`src/bmoc_consts.svh`:
```
`ifndef BMOC_CONSTS_SVH
`define BMOC_CONSTS_SVH

// Octet field positions, common to both octet types
`define BMOC_TYPE_BIT     7
// Type 0 octet fields
`define BMOC_BIF          6:5
`define BMOC_DSGS         4:3
`define BMOC_HOBS         2:1
`define BMOC_ETSS         0
// Type 1 octet fields
`define BMOC_RSVD_BIT     6
`define BMOC_MPAF         5:0
`define BMOC_PR           5:4
`define BMOC_PCM          3:2
`define BMOC_PCC          1:0

// Bus identification codes
`define BMOC_BIF_UNK      2'h0
`define BMOC_BIF_A        2'h1
`define BMOC_BIF_B        2'h2
// Slot generator and page reservation codes
`define BMOC_DSG_NOT      2'h0
`define BMOC_DSG_PRES     2'h3
`define BMOC_PR_NOT       2'h0
`define BMOC_PR_RES       2'h3
// Page counter control codes
`define BMOC_PCC_RESET    2'h1
`define BMOC_PCC_INCR     2'h2

// Register byte offsets
`define BMOC_OFS_CTRL     4'h0
`define BMOC_OFS_TXCFG    4'h4
`define BMOC_OFS_STATUS   4'h8

// Control register bits
`define BMOC_CTRL_HOB     0
`define BMOC_CTRL_BUSB    1
`define BMOC_CTRL_DSGN    2
`define BMOC_CTRL_OWNDSG  3
`define BMOC_CTRL_OWNHOB  4
`define BMOC_CTRL_OWNETS  5
`define BMOC_CTRL_W       6
`define BMOC_CTRL_RST     6'h00

// Transmit configuration register fields
`define BMOC_TX_DSGS      1:0
`define BMOC_TX_HOBS      3:2
`define BMOC_TX_ETSS      4
`define BMOC_TX_MPAF      10:5
`define BMOC_TX_BIFUNK    11
`define BMOC_TX_W         12
`define BMOC_TX_RST       12'h000

`endif

```
`src/bmoc_pkg.sv`:
```
package bmoc_pkg;
   // Origination phase of the head-of-bus octet sequence
   typedef enum logic [1:0] {
      BMOC_ORIG_T0 = 2'b01,
      BMOC_ORIG_T1 = 2'b10
   } bmoc_phase_type;

   // Head-of-bus status codes as carried on the bus
   typedef enum logic [1:0] {
      BMOC_HOB_NONE   = 2'b00,
      BMOC_HOB_STABLE = 2'b01,
      BMOC_HOB_WAIT   = 2'b10,
      BMOC_HOB_BAD    = 2'b11
   } bmoc_hob_type;
endpackage

```
`src/bmoc_vote_if.sv`:
```
`timescale 1ns/1ns
// One filtered field: a valid sample in, the majority vote out
interface bmoc_vote_if;
   logic smp_valid;
   logic smp;
   logic vote;
   modport src  (output smp_valid, output smp, input vote);
   modport filt (input smp_valid, input smp, output vote);
endinterface

```
`src/bmoc_vote_filter.sv`:
```
`timescale 1ns/1ns
module bmoc_vote_filter (
   input  wire logic   clk_sys,
   input  wire logic   arst_n,
   bmoc_vote_if.filt   vif
);
   import bmoc_pkg::*;

   logic [2:0] hist_reg;
   logic [1:0] cnt_reg;
   logic [2:0] hist_next;
   logic       vote_reg;

   // Shift in each valid sample, newest in bit 0
   assign hist_next = {hist_reg[1:0], vif.smp};

   // History of the last three valid samples
   always_ff @(posedge clk_sys or negedge arst_n) begin
      if (!arst_n) begin
         hist_reg <= 3'h0;
         cnt_reg  <= 2'h0;
      end else if (vif.smp_valid) begin
         hist_reg <= hist_next;
         if (cnt_reg != 2'h3) begin
            cnt_reg <= cnt_reg + 2'h1;
         end
      end
   end

   // Adopt a value once it has two of the last three samples
   always_ff @(posedge clk_sys or negedge arst_n) begin
      if (!arst_n) begin
         vote_reg <= 1'b0;
      end else if (vif.smp_valid) begin
         if (cnt_reg == 2'h0) begin
            vote_reg <= vote_reg;
         end else if (cnt_reg == 2'h1) begin
            if (hist_next[1] == hist_next[0]) begin
               vote_reg <= hist_next[0];
            end
         end else begin
            vote_reg <= (hist_next[0] & hist_next[1]) | (hist_next[0] & hist_next[2])
                        | (hist_next[1] & hist_next[2]);
         end
      end
   end

   assign vif.vote = vote_reg;
endmodule

```
`src/bmoc_codec_top.sv`:
```
`timescale 1ns/1ns
`include "bmoc_consts.svh"

// Notes on behaviour
// Type 0 octet: flag, 2-bit bus identity, 5-bit configuration field.
// Type 1 octet: flag, reserved zero bit, 6-bit page allocation field.
// Active head of bus originates every management octet on its bus.
// Head of bus alternates the type flag on successive originated octets.
// Downstream nodes pass the type flag through unchanged.
// Only the active head of bus writes the bus identity.
// Bus identity 01 is A, 10 is B, 00 unknown; 11 never sent.
// Configuration field: slot generator, head status, timing source subfields.
// Overwrite a configuration subfield only when this node owns the resource.
// Slot generator 00 means absent upstream, 11 means present.
// Slot generator node reads 01/10 as absent; others only relay them.
// Head status 01 stable, 10 waiting, 00 no active head.
// Head status 11 is not interpreted and is relayed unchanged.
// Timing source bit 0 absent upstream, 1 present upstream.
// Page field: reservation, counter modulus, counter control, two bits each.
// Reservation 00 free, 11 reserved, for the current page counter.
// Reservation 01/10 is error: free on bus A, reserved on bus B.
// Modulus carries page number mod 4, checked against local counter.
// Modulus is plain binary 0 to 3.
// Counter control 01 resets to 1; 10, 00, 11 increment.
// Filtered fields adopt the value seen twice in last three valid samples.
// Relayed subfields use the latest received value, not the filtered one.
// First octet after reset or activation carries type 0.
module bmoc_codec_top (
   input  wire logic                  clk_sys,
   input  wire logic                  arst_n,
   input  wire logic [3:0]            avs_address,
   input  wire logic                  avs_read,
   input  wire logic                  avs_write,
   input  wire logic [31:0]           avs_writedata,
   output logic      [31:0]           avs_readdata,
   output logic                       avs_waitrequest,
   input  wire logic                  rx_valid,
   input  wire logic [7:0]            rx_octet,
   input  wire logic [1:0]            page_cnt_mod,
   output logic                       tx_valid,
   output logic      [7:0]            tx_octet,
   output logic                       dsg_present,
   output logic                       hob_stable,
   output logic                       hob_none,
   output logic                       ets_present,
   output logic                       bif_is_b,
   output logic                       pr_valid,
   output logic                       pr_reserved,
   output logic                       pcm_mismatch,
   output logic                       pcc_reset,
   output logic                       pcc_incr,
   output bmoc_pkg::bmoc_phase_type   orig_phase
);
   import bmoc_pkg::*;

   // Valid two-bit codes are the pairs 00 and 11
   function automatic logic pair_valid(input logic [1:0] code);
      pair_valid = (code[1] == code[0]);
   endfunction

   // Pick the local value for an owned subfield, else the received one
   function automatic logic [1:0] pick2(input logic own, input logic [1:0] loc, input logic [1:0] rcv);
      pick2 = own ? loc : rcv;
   endfunction

   logic [`BMOC_CTRL_W-1:0] ctrl_reg;
   logic [`BMOC_TX_W-1:0]   txcfg_reg;
   logic                    wait_reg;
   logic [31:0]             rdata_reg;
   logic [31:0]             rdata_next;
   logic                    acc_done;
   logic                    hob_act;
   logic                    hob_act_d_reg;
   bmoc_phase_type          phase_reg;
   logic                    tx_valid_reg;
   logic [7:0]              tx_octet_reg;
   logic [7:0]              tx_next;
   logic [1:0]              bif_gen;
   logic                    rx_t0;
   logic                    rx_t1;
   logic [1:0]              rx_dsgs;
   logic [1:0]              rx_hobs;
   logic [1:0]              rx_bif;
   logic [1:0]              rx_pr;
   logic                    hob_none_reg;
   logic                    pr_valid_reg;
   logic                    pr_res_reg;
   logic                    pcm_mis_reg;
   logic                    pcc_reset_reg;
   logic                    pcc_incr_reg;

   bmoc_vote_if dsg_vif ();
   bmoc_vote_if hob_vif ();
   bmoc_vote_if ets_vif ();
   bmoc_vote_if bif_vif ();

   assign hob_act  = ctrl_reg[`BMOC_CTRL_HOB];
   assign acc_done = !wait_reg && (avs_read || avs_write);
   assign rx_t0    = rx_valid && !rx_octet[`BMOC_TYPE_BIT];
   assign rx_t1    = rx_valid && rx_octet[`BMOC_TYPE_BIT];
   assign rx_dsgs  = rx_octet[`BMOC_DSGS];
   assign rx_hobs  = rx_octet[`BMOC_HOBS];
   assign rx_bif   = rx_octet[`BMOC_BIF];
   assign rx_pr    = rx_octet[`BMOC_PR];

   // Bus slave: one wait cycle, then a single answer cycle
   always_ff @(posedge clk_sys or negedge arst_n) begin
      if (!arst_n) begin
         wait_reg <= 1'b1;
      end else if ((avs_read || avs_write) && wait_reg) begin
         wait_reg <= 1'b0;
      end else begin
         wait_reg <= 1'b1;
      end
   end

   // Read data mux; unmapped offsets read as zero
   always_comb begin
      rdata_next = 32'h0000_0000;
      unique case (avs_address)
         `BMOC_OFS_CTRL:   rdata_next[`BMOC_CTRL_W-1:0] = ctrl_reg;
         `BMOC_OFS_TXCFG:  rdata_next[`BMOC_TX_W-1:0]   = txcfg_reg;
         `BMOC_OFS_STATUS: rdata_next[9:0] = {phase_reg, pcm_mis_reg, pr_res_reg, hob_none_reg,
                                              bif_vif.vote, ets_vif.vote, hob_vif.vote, dsg_vif.vote,
                                              hob_act_d_reg};
         default:          rdata_next = 32'h0000_0000;
      endcase
   end

   // Read data captured while waitrequest is still high
   always_ff @(posedge clk_sys or negedge arst_n) begin
      if (!arst_n) begin
         rdata_reg <= 32'h0000_0000;
      end else if (avs_read && wait_reg) begin
         rdata_reg <= rdata_next;
      end
   end

   // Register writes take effect at the answering edge only
   always_ff @(posedge clk_sys or negedge arst_n) begin
      if (!arst_n) begin
         ctrl_reg  <= `BMOC_CTRL_RST;
         txcfg_reg <= `BMOC_TX_RST;
      end else if (acc_done && avs_write) begin
         if (avs_address == `BMOC_OFS_CTRL) begin
            ctrl_reg <= avs_writedata[`BMOC_CTRL_W-1:0];
         end
         if (avs_address == `BMOC_OFS_TXCFG) begin
            txcfg_reg <= avs_writedata[`BMOC_TX_W-1:0];
         end
      end
   end

   // Bus identity generated by the head: never the spare code
   assign bif_gen = txcfg_reg[`BMOC_TX_BIFUNK] ? `BMOC_BIF_UNK :
                    (ctrl_reg[`BMOC_CTRL_BUSB] ? `BMOC_BIF_B : `BMOC_BIF_A);

   // Delayed head-active level, to see activation
   always_ff @(posedge clk_sys or negedge arst_n) begin
      if (!arst_n) begin
         hob_act_d_reg <= 1'b0;
      end else begin
         hob_act_d_reg <= hob_act;
      end
   end

   // Origination phase: type 0 first, then alternating
   always_ff @(posedge clk_sys or negedge arst_n) begin
      if (!arst_n) begin
         phase_reg <= BMOC_ORIG_T0;
      end else if (!hob_act || !hob_act_d_reg) begin
         phase_reg <= BMOC_ORIG_T0;
      end else if (rx_valid) begin
         unique case (phase_reg)
            BMOC_ORIG_T0: phase_reg <= BMOC_ORIG_T1;
            BMOC_ORIG_T1: phase_reg <= BMOC_ORIG_T0;
            default:      phase_reg <= BMOC_ORIG_T0;
         endcase
      end
   end

   // Outgoing octet: originated at the head, relayed elsewhere
   always_comb begin
      tx_next = rx_octet;
      if (hob_act && hob_act_d_reg) begin
         // Slot filled by the head; unowned type 0 subfields below still take incoming content
         if (phase_reg == BMOC_ORIG_T0) begin
            tx_next[`BMOC_TYPE_BIT] = 1'b0;
            tx_next[`BMOC_BIF]      = bif_gen;
         end else begin
            tx_next[`BMOC_TYPE_BIT] = 1'b1;
            tx_next[`BMOC_RSVD_BIT] = 1'b0;
            tx_next[`BMOC_MPAF]     = txcfg_reg[`BMOC_TX_MPAF];
         end
      end
      if (!tx_next[`BMOC_TYPE_BIT]) begin
         // Configuration subfields: owned ones local, others latest received
         tx_next[`BMOC_DSGS] = pick2(ctrl_reg[`BMOC_CTRL_OWNDSG], txcfg_reg[`BMOC_TX_DSGS], rx_dsgs);
         tx_next[`BMOC_HOBS] = pick2(ctrl_reg[`BMOC_CTRL_OWNHOB], txcfg_reg[`BMOC_TX_HOBS], rx_hobs);
         tx_next[`BMOC_ETSS] = ctrl_reg[`BMOC_CTRL_OWNETS] ? txcfg_reg[`BMOC_TX_ETSS]
                                                            : rx_octet[`BMOC_ETSS];
      end
   end

   // Transmit register, one cycle behind the received octet
   always_ff @(posedge clk_sys or negedge arst_n) begin
      if (!arst_n) begin
         tx_valid_reg <= 1'b0;
         tx_octet_reg <= 8'h00;
      end else begin
         tx_valid_reg <= rx_valid;
         if (rx_valid) begin
            tx_octet_reg <= tx_next;
         end
      end
   end

   // Filter samples; slot generator node treats 01/10 as absent
   assign dsg_vif.smp_valid = rx_t0 && (pair_valid(rx_dsgs) || ctrl_reg[`BMOC_CTRL_DSGN]);
   assign dsg_vif.smp       = (rx_dsgs == `BMOC_DSG_PRES);
   assign hob_vif.smp_valid = rx_t0 && (rx_hobs == BMOC_HOB_STABLE || rx_hobs == BMOC_HOB_WAIT);
   assign hob_vif.smp       = (rx_hobs == BMOC_HOB_STABLE);
   assign ets_vif.smp_valid = rx_t0;
   assign ets_vif.smp       = rx_octet[`BMOC_ETSS];
   assign bif_vif.smp_valid = rx_t0 && (rx_bif == `BMOC_BIF_A || rx_bif == `BMOC_BIF_B);
   assign bif_vif.smp       = (rx_bif == `BMOC_BIF_B);

   bmoc_vote_filter u_dsg_filt (.clk_sys(clk_sys), .arst_n(arst_n), .vif(dsg_vif.filt));
   bmoc_vote_filter u_hob_filt (.clk_sys(clk_sys), .arst_n(arst_n), .vif(hob_vif.filt));
   bmoc_vote_filter u_ets_filt (.clk_sys(clk_sys), .arst_n(arst_n), .vif(ets_vif.filt));
   bmoc_vote_filter u_bif_filt (.clk_sys(clk_sys), .arst_n(arst_n), .vif(bif_vif.filt));

   // No-active-head indication from the latest type 0 octet whose head status is not 11
   always_ff @(posedge clk_sys or negedge arst_n) begin
      if (!arst_n) begin
         hob_none_reg <= 1'b0;
      end else if (rx_t0 && rx_hobs != BMOC_HOB_BAD) begin
         hob_none_reg <= (rx_hobs == BMOC_HOB_NONE);
      end
   end

   // Page reservation and modulus check per type 1 octet
   always_ff @(posedge clk_sys or negedge arst_n) begin
      if (!arst_n) begin
         pr_valid_reg <= 1'b0;
         pr_res_reg   <= 1'b0;
         pcm_mis_reg  <= 1'b0;
      end else begin
         pr_valid_reg <= rx_t1;
         if (rx_t1) begin
            if (pair_valid(rx_pr)) begin
               pr_res_reg <= (rx_pr == `BMOC_PR_RES);
            end else begin
               pr_res_reg <= ctrl_reg[`BMOC_CTRL_BUSB];
            end
            pcm_mis_reg <= (rx_octet[`BMOC_PCM] != page_cnt_mod);
         end
      end
   end

   // Page counter control pulses
   always_ff @(posedge clk_sys or negedge arst_n) begin
      if (!arst_n) begin
         pcc_reset_reg <= 1'b0;
         pcc_incr_reg  <= 1'b0;
      end else begin
         pcc_reset_reg <= rx_t1 && (rx_octet[`BMOC_PCC] == `BMOC_PCC_RESET);
         pcc_incr_reg  <= rx_t1 && (rx_octet[`BMOC_PCC] != `BMOC_PCC_RESET);
      end
   end

   assign avs_readdata    = rdata_reg;
   assign avs_waitrequest = wait_reg;
   assign tx_valid        = tx_valid_reg;
   assign tx_octet        = tx_octet_reg;
   assign dsg_present     = dsg_vif.vote;
   assign hob_stable      = hob_vif.vote;
   assign hob_none        = hob_none_reg;
   assign ets_present     = ets_vif.vote;
   assign bif_is_b        = bif_vif.vote;
   assign pr_valid        = pr_valid_reg;
   assign pr_reserved     = pr_res_reg;
   assign pcm_mismatch    = pcm_mis_reg;
   assign pcc_reset       = pcc_reset_reg;
   assign pcc_incr        = pcc_incr_reg;
   assign orig_phase      = phase_reg;

   // Originated octets alternate type
   type_alternate_a: assert property (@(posedge clk_sys) disable iff (!arst_n)
      (tx_valid && $past(hob_act && hob_act_d_reg))
      |-> tx_octet[`BMOC_TYPE_BIT] == ($past(phase_reg) == BMOC_ORIG_T1))
      else $error("originated type did not alternate");

   // Spare bus identity never originated by the head
   bif_spare_a: assert property (@(posedge clk_sys) disable iff (!arst_n)
      (tx_valid && !tx_octet[`BMOC_TYPE_BIT] && $past(hob_act && hob_act_d_reg))
      |-> tx_octet[`BMOC_BIF] != 2'h3)
      else $error("bus identity 11 generated");

   // Relayed type flag unchanged
   type_relay_a: assert property (@(posedge clk_sys) disable iff (!arst_n)
      $past(rx_valid && !hob_act) |-> tx_octet[`BMOC_TYPE_BIT] == $past(rx_octet[`BMOC_TYPE_BIT]))
      else $error("relayed type flag changed");

   // Reserved bit zero in originated type 1
   rsvd_zero_a: assert property (@(posedge clk_sys) disable iff (!arst_n)
      (tx_valid && tx_octet[`BMOC_TYPE_BIT] && $past(hob_act && hob_act_d_reg))
      |-> !tx_octet[`BMOC_RSVD_BIT])
      else $error("reserved bit set");

   // First originated octet after activation is type 0
   first_type0_a: assert property (@(posedge clk_sys) disable iff (!arst_n)
      (hob_act && !hob_act_d_reg) |=> orig_phase == BMOC_ORIG_T0)
      else $error("first originated octet not type 0");

   // Reservation error decodes by bus
   pr_error_a: assert property (@(posedge clk_sys) disable iff (!arst_n)
      (rx_t1 && !pair_valid(rx_pr)) |=> pr_reserved == $past(ctrl_reg[`BMOC_CTRL_BUSB]))
      else $error("reservation error decoded wrong");

   // Control decode: exactly one pulse per type 1 octet
   pcc_pulse_a: assert property (@(posedge clk_sys) disable iff (!arst_n)
      rx_t1 |=> (pcc_reset ^ pcc_incr) && (pcc_reset == ($past(rx_octet[`BMOC_PCC]) == 2'h1)))
      else $error("counter control decode wrong");

   // Unowned head status subfield relays the latest received value
   sncf_relay_a: assert property (@(posedge clk_sys) disable iff (!arst_n)
      (rx_t0 && !ctrl_reg[`BMOC_CTRL_OWNHOB] && !hob_act) |=> tx_octet[`BMOC_HOBS] == $past(rx_hobs))
      else $error("unowned head status rewritten");

   // Head status decode: 00 means none, 11 leaves the flag alone
   hob_none_a: assert property (@(posedge clk_sys) disable iff (!arst_n)
      rx_t0 |=> hob_none == (($past(rx_hobs) == BMOC_HOB_BAD) ? $past(hob_none)
                                                              : ($past(rx_hobs) == BMOC_HOB_NONE)))
      else $error("head status decode wrong");

   // Valid reservation codes decode directly
   pr_code_a: assert property (@(posedge clk_sys) disable iff (!arst_n)
      (rx_t1 && pair_valid(rx_pr)) |=> pr_valid && (pr_reserved == ($past(rx_pr) == `BMOC_PR_RES)))
      else $error("reservation decode wrong");

   // Bus answer after exactly one wait cycle
   bus_answer_a: assert property (@(posedge clk_sys) disable iff (!arst_n)
      ((avs_read || avs_write) && avs_waitrequest) |=> !avs_waitrequest ##1 avs_waitrequest)
      else $error("bus answer timing wrong");
endmodule

```
`config.mk`:
```
export PLATFORM = sky130hd
export DESIGN_NAME = bmoc_codec_top
export DESIGN_NICKNAME = d
export VERILOG_FILES = /design/src/bmoc_pkg.sv /design/src/bmoc_vote_if.sv /design/src/bmoc_vote_filter.sv /design/src/bmoc_codec_top.sv
export VERILOG_INCLUDE_DIRS = /design/src
export SDC_FILE = /design/constraint.sdc
export NUM_CORES = 1
export LEC_CHECK = 0
export ABC_AREA = 1
export BUFFER_PORTS_ARGS = -buffer_cell sky130_fd_sc_hd__buf_2
export CAP_MARGIN = 20
export CORE_MARGIN = 8
export CORE_UTILIZATION = 53
export DETAILED_ROUTE_END_ITERATION = 16
export PLACE_DENSITY = 0.91
export SLEW_MARGIN = 40
export SYNTH_ARGS = -nofsm -noshare
export SYNTH_HDL_FRONTEND = slang
export SYNTH_SLANG_ARGS = --single-unit
```
`constraint.sdc`:
```
create_clock -name clk_sys -period 2.05 [get_ports clk_sys]
set_clock_uncertainty 0.15 [all_clocks]
set_input_delay 0.41 -clock clk_sys [delete_from_list [all_inputs] [get_ports clk_sys]]
set_output_delay 0.41 -clock clk_sys [all_outputs]
set_load 0.005 [all_outputs]
```
==> impl_metrics.py, run 1 <==
metrics = {
    "setup_path": {
        "crit_path_end_kind": "register",
        "cp_max_fo": 7,
        "cp_data_arrival_time_ns": 2.00,
        "criticalPathCategory": "reg -> reg",
        "cpMaxStageDelayCell": "dfrtp_1",
        "cpMostUsedCell": "nand2_1",
        "crit_buf_inv": 1,
        "critPathTopFamily": "simple AND/OR/NAND/NOR gates",
        "crit_path_max_incr_delay_ns": 0.41,
        "path_cells": "nand2_1 -> inv_1 -> nand2_4 -> nand2_1 -> nor2_1 -> nand2_1 -> nand3_1",
        "worst_setup_path_start_kind": "register",
        "critical_path_required_ns": 2.19,
    },
    "floorplan": {
        "die_x_um": 100.2,
        "dieArea_sq_um": 10040,
        "start_util_pct": 54.98,
        "coreArea_sq_um": 6832,
        "fp.dieH_um": 100.2,
        "ios": 105,
        "rows": 30,
    },
    "route": {
        "ant_nets": 0,
        "drc": 0,
        "drt-pass1-iter-count": 5,
        "detail_route.wl_per_cell_um": 14.87,
        "routed_via_density": 5.171,
        "vias": 3320,
        "wl_um": 9547,
        "drtIter0Drc": 174,
    },
    "cts": {
        "cts.sinks": 69,
        "cts_tree": "built",
        "path_clk_slew_ns": 0.08,
        "cts-root-buf": "clkbuf_8",
        "htreeDepth": 3,
        "cts_hold_buf": 1,
        "clk_latency_ns": 0.35,
        "cts.path.max_buffers": 2,
        "cts_inserted_buffers": 9,
        "cts.repair.resized": 0,
        "post-cts-setup-buffers": 0,
    },
    "pwr": {
        "ir_drop_mv": 0.4779,
        "clkPwrFrac_pct": 27.3,
        "p_seq_share_pct": 47.0,
        "p_comb_share_pct": 25.7,
        "power_density_nw_per_um2": 921.6,
        "switchingPower_uw": 1409,
        "p_sw_share_pct": 35.15,
        "leakagePower_uw": 0.002518,
        "internal-power_uw": 2600,
    },
    "cells_and_area": {
        "nNetsFinal": 614,
        "syn_to_final_growth_pct": 15.82,
        "fin_area_sq_um": 4350,
        "diodes": 0,
        "layout-drive-gt1-share_pct": 19.41,
    },
    "synthesis": {
        "post_synth_mux_area_share_pct": 0.2665,
        "synth.avg_cell_area_sq_um": 8.060,
        "synth-simple-area-share_pct": 28.48,
        "synthCells": 466,
        "ys_seq_elements": 69,
        "yosys.area_share.xor_xnor_pct": 0.9327,
        "synth_top_family_by_area": "simple AND/OR/NAND/NOR gates",
        "netlist_area_sq_um": 3756,
        "yosysWarnings": 0,
        "ys_seq_area_share_pct": 46.04,
        "synth_fa_ha_area_share_pct": 7.328,
        "yosys.cell_types.count": 30,
        "synth_compound_area_share_pct": 6.696,
    },
    "global_route": {
        "grt_use_total_pct": 19.47,
        "overflow": 0,
        "grt_pass1_vias": 3341,
        "grt_max_degree": 70,
        "grt_pass1_wl_um": 15500,
        "antenna_found_initial": 1,
    },
    "timing": {
        "setup-violations-final": 0,
        "final.min_clock_period_ns": 1.864,
        "tns_ns": 0,
        "tightest_slew_ns": 0.5518,
        "relSlewSlack_pct": 62.93,
        "rsz0062_at_grt": "false",
        "fmax_mhz": 536.3,
        "drv_slew": 0,
        "min_period_over_period_pct": 90.95,
        "hold_viol_final": 0,
    },
    "placed_design": {
        "dpl_cell_area_sq_um": 4150,
        "hpwl_um": 7067,
        "io_buffers": 64,
        "gp_congestion": 0.8857,
    },
    "outcome": {
        "status": "completed",
    },
    "worst_hold_path": {
        "min_path_type": "in -> reg",
    },
    "flow_run": {
        "maxCapViolCount": 0,
    },
}
[synthesized netlist by cell type, drive strengths merged]
cell type / count / area share, %
a21o: 1 / 0.20
a21oi: 8 / 1.1
buf: 25 / 4.7
clkbuf: 2 / 0.20
clkinv: 1 / 0.10
conb: 1 / 0.10
dfrtp: 67 / 45
dfstp: 2 / 1.4
ha: 22 / 7.3
inv: 52 / 5.2
mux2i: 1 / 0.27
nand2: 156 / 16
nand3: 44 / 5.9
nand3b: 4 / 0.80
nor2: 26 / 3.1
nor3: 7 / 1.2
o21ai: 37 / 5.2
o21bai: 1 / 0.20
or2: 5 / 1.0
xor2: 4 / 0.93
[kinds of logic after synthesis]
group,Yosys count
XOR/XNOR,4
AND/OR/NAND/NOR,242
flip-flops,69
other,1
adder cells (fa/ha/maj),22
multiplexers,1
buffers and inverters,80
AO/OA/AOI/OAI,47
[layer usage]
metal	up-vias	global-route usage [%]	part of all wire (%)
li1	1581	-	-
met1	1538	21.65	39
met2	170	33.03	49
met3	29	5.260	8.7
met4	2	10.81	3.3
met5	-	0	0.19
[power by group through the flow]
stage	registers (uW)	clock network [uW]	logic, uW
floorplan	1830	0	700
global placement	1880	0	936
detailed placement	1890	0	1020
CTS	1870	1110	1040
global route	1910	1150	1180
finish	1880	1090	1030
[through the flow]
| step | utilization, % | total power (uW) | worst slack [ns] | hold WS (ns) | std cells |
|---|---|---|---|---|---|
| floorplan | - | 2526 | 0.5203 | -0.03559 | 485 |
| global placement | 60.75 | 2812 | 0.2990 | 0.2615 | 625 |
| detailed placement | 60.75 | 2916 | 0.1891 | 0.2711 | 625 |
| CTS | 63.68 | 4018 | 0.2000 | 0.06447 | 642 |
| global route | 63.68 | 4248 | 0.07381 | 0.06552 | 642 |
| finish | 63.68 | 4009 | 0.1855 | 0.07494 | 642 |
[worst reg2reg max path, stage by stage (launching register included)]
cell and delay [ns]:
dfrtp_1 0.41, nand2_1 0.27, inv_1 0.20, nand2_4 0.13, nand2_1 0.08, nor2_1 0.33
nand2_1 0.12, nand3_1 0.11
[cell usage in the layout (no fill, tap or decap), types with 3 or more instances in the layout]
master / n
o21ai_2: 3
ha_1: 22
conb_1: 20
nor3_1: 6
buf_2: 64
clkinv_2: 4
buf_4: 6
o21ai_0: 30
nand2_4: 4
a21oi_1: 8
nand3_1: 44
clkbuf_8: 9
inv_1: 51
nand2_1: 151
or2_4: 3
xor2_1: 4
o21ai_1: 4
dfrtp_1: 67
nor2_1: 24
nand3b_1: 4
[final cells by class]
class	instances	area (sq um)
multi-input combinational	336	1717
clock buffer	9	123.9
fill	564	2481
clock inverter	7	66.31
inverter	53	198.9
sequential	69	1729
timing repair buffer	72	395.4
tap	96	120.1
[final timing paths]
kind	from	endpoint	slack, ns	depth (start not counted)
setup / recovery	ctrl_reg[0]	tx_octet[0]	0.19	7
hold / removal	avs_write	avs_waitrequest	0.07	2
setup reg to reg	ctrl_reg[0]	tx_octet[0]	0.19	7
hold reg to reg	ctrl_reg[0]	hob_act_d_reg	0.29	0
max in group asynchronous	arst_n	avs_waitrequest	0.98	3
min in group asynchronous	arst_n	avs_readdata[10]	0.44	3
No activity file was read; power rests on OpenSTA's default activity.
==> run 2, diff against run 1 <==
Settings changed: CORE_ASPECT_RATIO set to 0.75, HOLD_SLACK_MARGIN set to 0.15.
==> run 2 against run 1 <==
Non-clock buffer count increased by 7. Hold slack better by 0.082 ns. Sequential share of layout area is 1.1 points lower. Critical path type is now in -> reg. Via count down 0.18%. Die area is 0.27% higher. Sequential cell count unchanged. Highest routed layer is now met4. Core utilization is 1.8 points higher. Critical path depth up 2. Largest power group unchanged. Clock power up 23%.
==> impl_metrics.py, run 2 (same netlist as run 1, synthesis figures left out) <==
metrics = {
    "placed_design": {
        "io_buffers": 64,
        "dp.cells": 611,
        "dpl_cell_area_sq_um": 4120,
        "hpwl_um": 6878,
        "gp_congestion": 0.9040,
    },
    "cts": {
        "post-cts-setup-buffers": 0,
        "cts_inserted_buffers": 9,
        "htreeDepth": 3,
        "path_clk_slew_ns": 0.07,
        "cts.path.max_buffers": 2,
        "cts_tree": "built",
        "cts-root-buf": "clkbuf_8",
        "cts.sinks": 69,
        "clk_latency_ns": 0.35,
    },
    "timing": {
        "min_period_over_period_pct": 96.13,
        "drv_slew": 0,
        "relSlewSlack_pct": 64.10,
        "final.min_clock_period_ns": 1.971,
        "hold_viol_final": 0,
        "fmax_mhz": 507.5,
        "setup-violations-final": 0,
        "tightest_slew_ns": 0.5344,
        "holdWs_ns": 0.1567,
    },
    "route": {
        "detail_route.wl_per_cell_um": 14.80,
        "drc": 0,
        "drtIter0Drc": 234,
        "drt-pass1-iter-count": 5,
        "routed_via_density": 5.186,
        "vias": 3314,
        "wl_um": 9460,
        "ant_nets": 0,
    },
    "setup_path": {
        "crit_path_end_kind": "register",
        "reg2reg_from": "ctrl_reg[0]",
        "startpoint": "rx_octet[1]",
        "cp_max_fo": 4,
        "cpMostUsedCell": "ha_1",
        "critical_path_required_ns": 2.18,
        "cpMaxStageDelayCell": "dlygate4sd3_1",
        "crit_path_max_incr_delay_ns": 0.53,
        "worst_setup_path_start_kind": "primary input",
        "ff2ff_path_depth": 7,
        "criticalPathCategory": "in -> reg",
        "cp_data_arrival_time_ns": 2.10,
        "path_cells": "dlygate4sd3_1 -> buf_2 -> ha_1 -> ha_1 -> nand2_2 -> inv_1 -> nor3_2 -> nand3_1 -> nand2_1",
    },
    "floorplan": {
        "die_x_um": 113.2,
        "rows": 26,
        "coreArea_sq_um": 6832,
        "start_util_pct": 54.98,
        "ios": 105,
        "fp.dieH_um": 88.91,
        "dieArea_sq_um": 10060,
    },
    "cells_and_area": {
        "nNetsFinal": 621,
        "syn_to_final_growth_pct": 19.12,
        "fillers": 569,
        "final_common_cell": "nand2_1",
        "layout_common_cells": "150 x nand2_1, 67 x dfrtp_1, 64 x buf_2, 51 x inv_1, 44 x nand3_1",
        "fin_cells": 639,
        "layout-drive-gt1-share_pct": 19.17,
        "postLayoutCoreUtil_pct": 65.49,
        "fin_area_sq_um": 4474,
    },
    "pwr": {
        "power_density_nw_per_um2": 955.6,
        "ir_drop_mv": 0.5341,
        "leakagePower_uw": 0.002566,
        "p_total_uw": 4275,
    },
    "worst_hold_path": {
        "whs_path_depth": 3,
        "hp-start": "avs_writedata[6]",
        "min_path_type": "in -> reg",
    },
    "outcome": {
        "status": "completed",
    },
    "global_route": {
        "overflow": 0,
        "grt_pass1_wl_um": 15700,
        "grt_pass1_vias": 3369,
        "grt_max_degree": 70,
        "grt_use_total_pct": 19.81,
        "antenna_found_initial": 0,
    },
    "flow_run": {
        "maxCapViolCount": 0,
    },
}
[run 2: cell count changes in the layout (fill, tap and decap cells not counted), moves of 2 or more]
cell           previous run  this run
buf_4                     6         4
bufinv_16                 1         3
dlygate4sd3_1             1        10
diode_2                   0         2
clkinv_2                  4         1
[run 2: per-layer routing]
layer  part of all wire [%]  track usage, %
met1                     41           23.31
met2                     48           33.08
met3                    9.2           6.410
met4                    1.8           8.554
met5                      0               0
[run 2: where the power goes]
part / total (uW) / internal [uW] / switching, uW / leakage [uW]
logic: 1060 / 427 / 629 / 0.00157
registers: 1880 / 1630 / 248 / 0.000883
clock network: 1340 / 808 / 531 / 0.000116
total: 4280 / 2870 / 1410 / 0.00257
[run 2: stage by stage]
step                setup TNS, ns  worst slack [ns]
floorplan                       0            0.5203
global placement                0            0.2560
detailed placement              0            0.1653
CTS                             0          0.009481
global route             -0.03389          -0.03389
finish                          0           0.07943
[run 2: final timing paths]
kind,to,slack [ns]
worst max-delay path,u_hob_filt.vif.vote,0.08
worst min register to register,hob_act_d_reg,0.30
max in group asynchronous,avs_waitrequest,0.97
worst max register to register,tx_octet[3],0.35
min in group asynchronous,u_bif_filt.cnt_reg[0],0.47
worst min-delay path,txcfg_reg[6],0.16
[run 2: worst max-delay path: cells and delay by family]
family | cells | cell delay (ns)
adder cells (fa/ha/maj) | 2 | 0.52
AND/OR/NAND/NOR | 4 | 0.45
buffers and inverters | 3 | 0.74
[run 2: repair_timing]
item	4_1_cts	5_1_grt
endpoints found under the setup margin	0	2
resized for setup	0	3
hold buffers	10	0
hold endpoints to repair	75	0
[run 2: area by class of cell]
cell class	count	area, sq um	area share (%)
diodes	2	5.005	0.1119
clock buffers	10	127.6	2.852
clock inverters	6	111.4	2.489
inverters	53	198.9	4.446
multi-input cells	336	1727	38.59
flip-flops and latches	69	1729	38.65
well taps	84	105.1	2.349
repair buffers	79	470.5	10.51
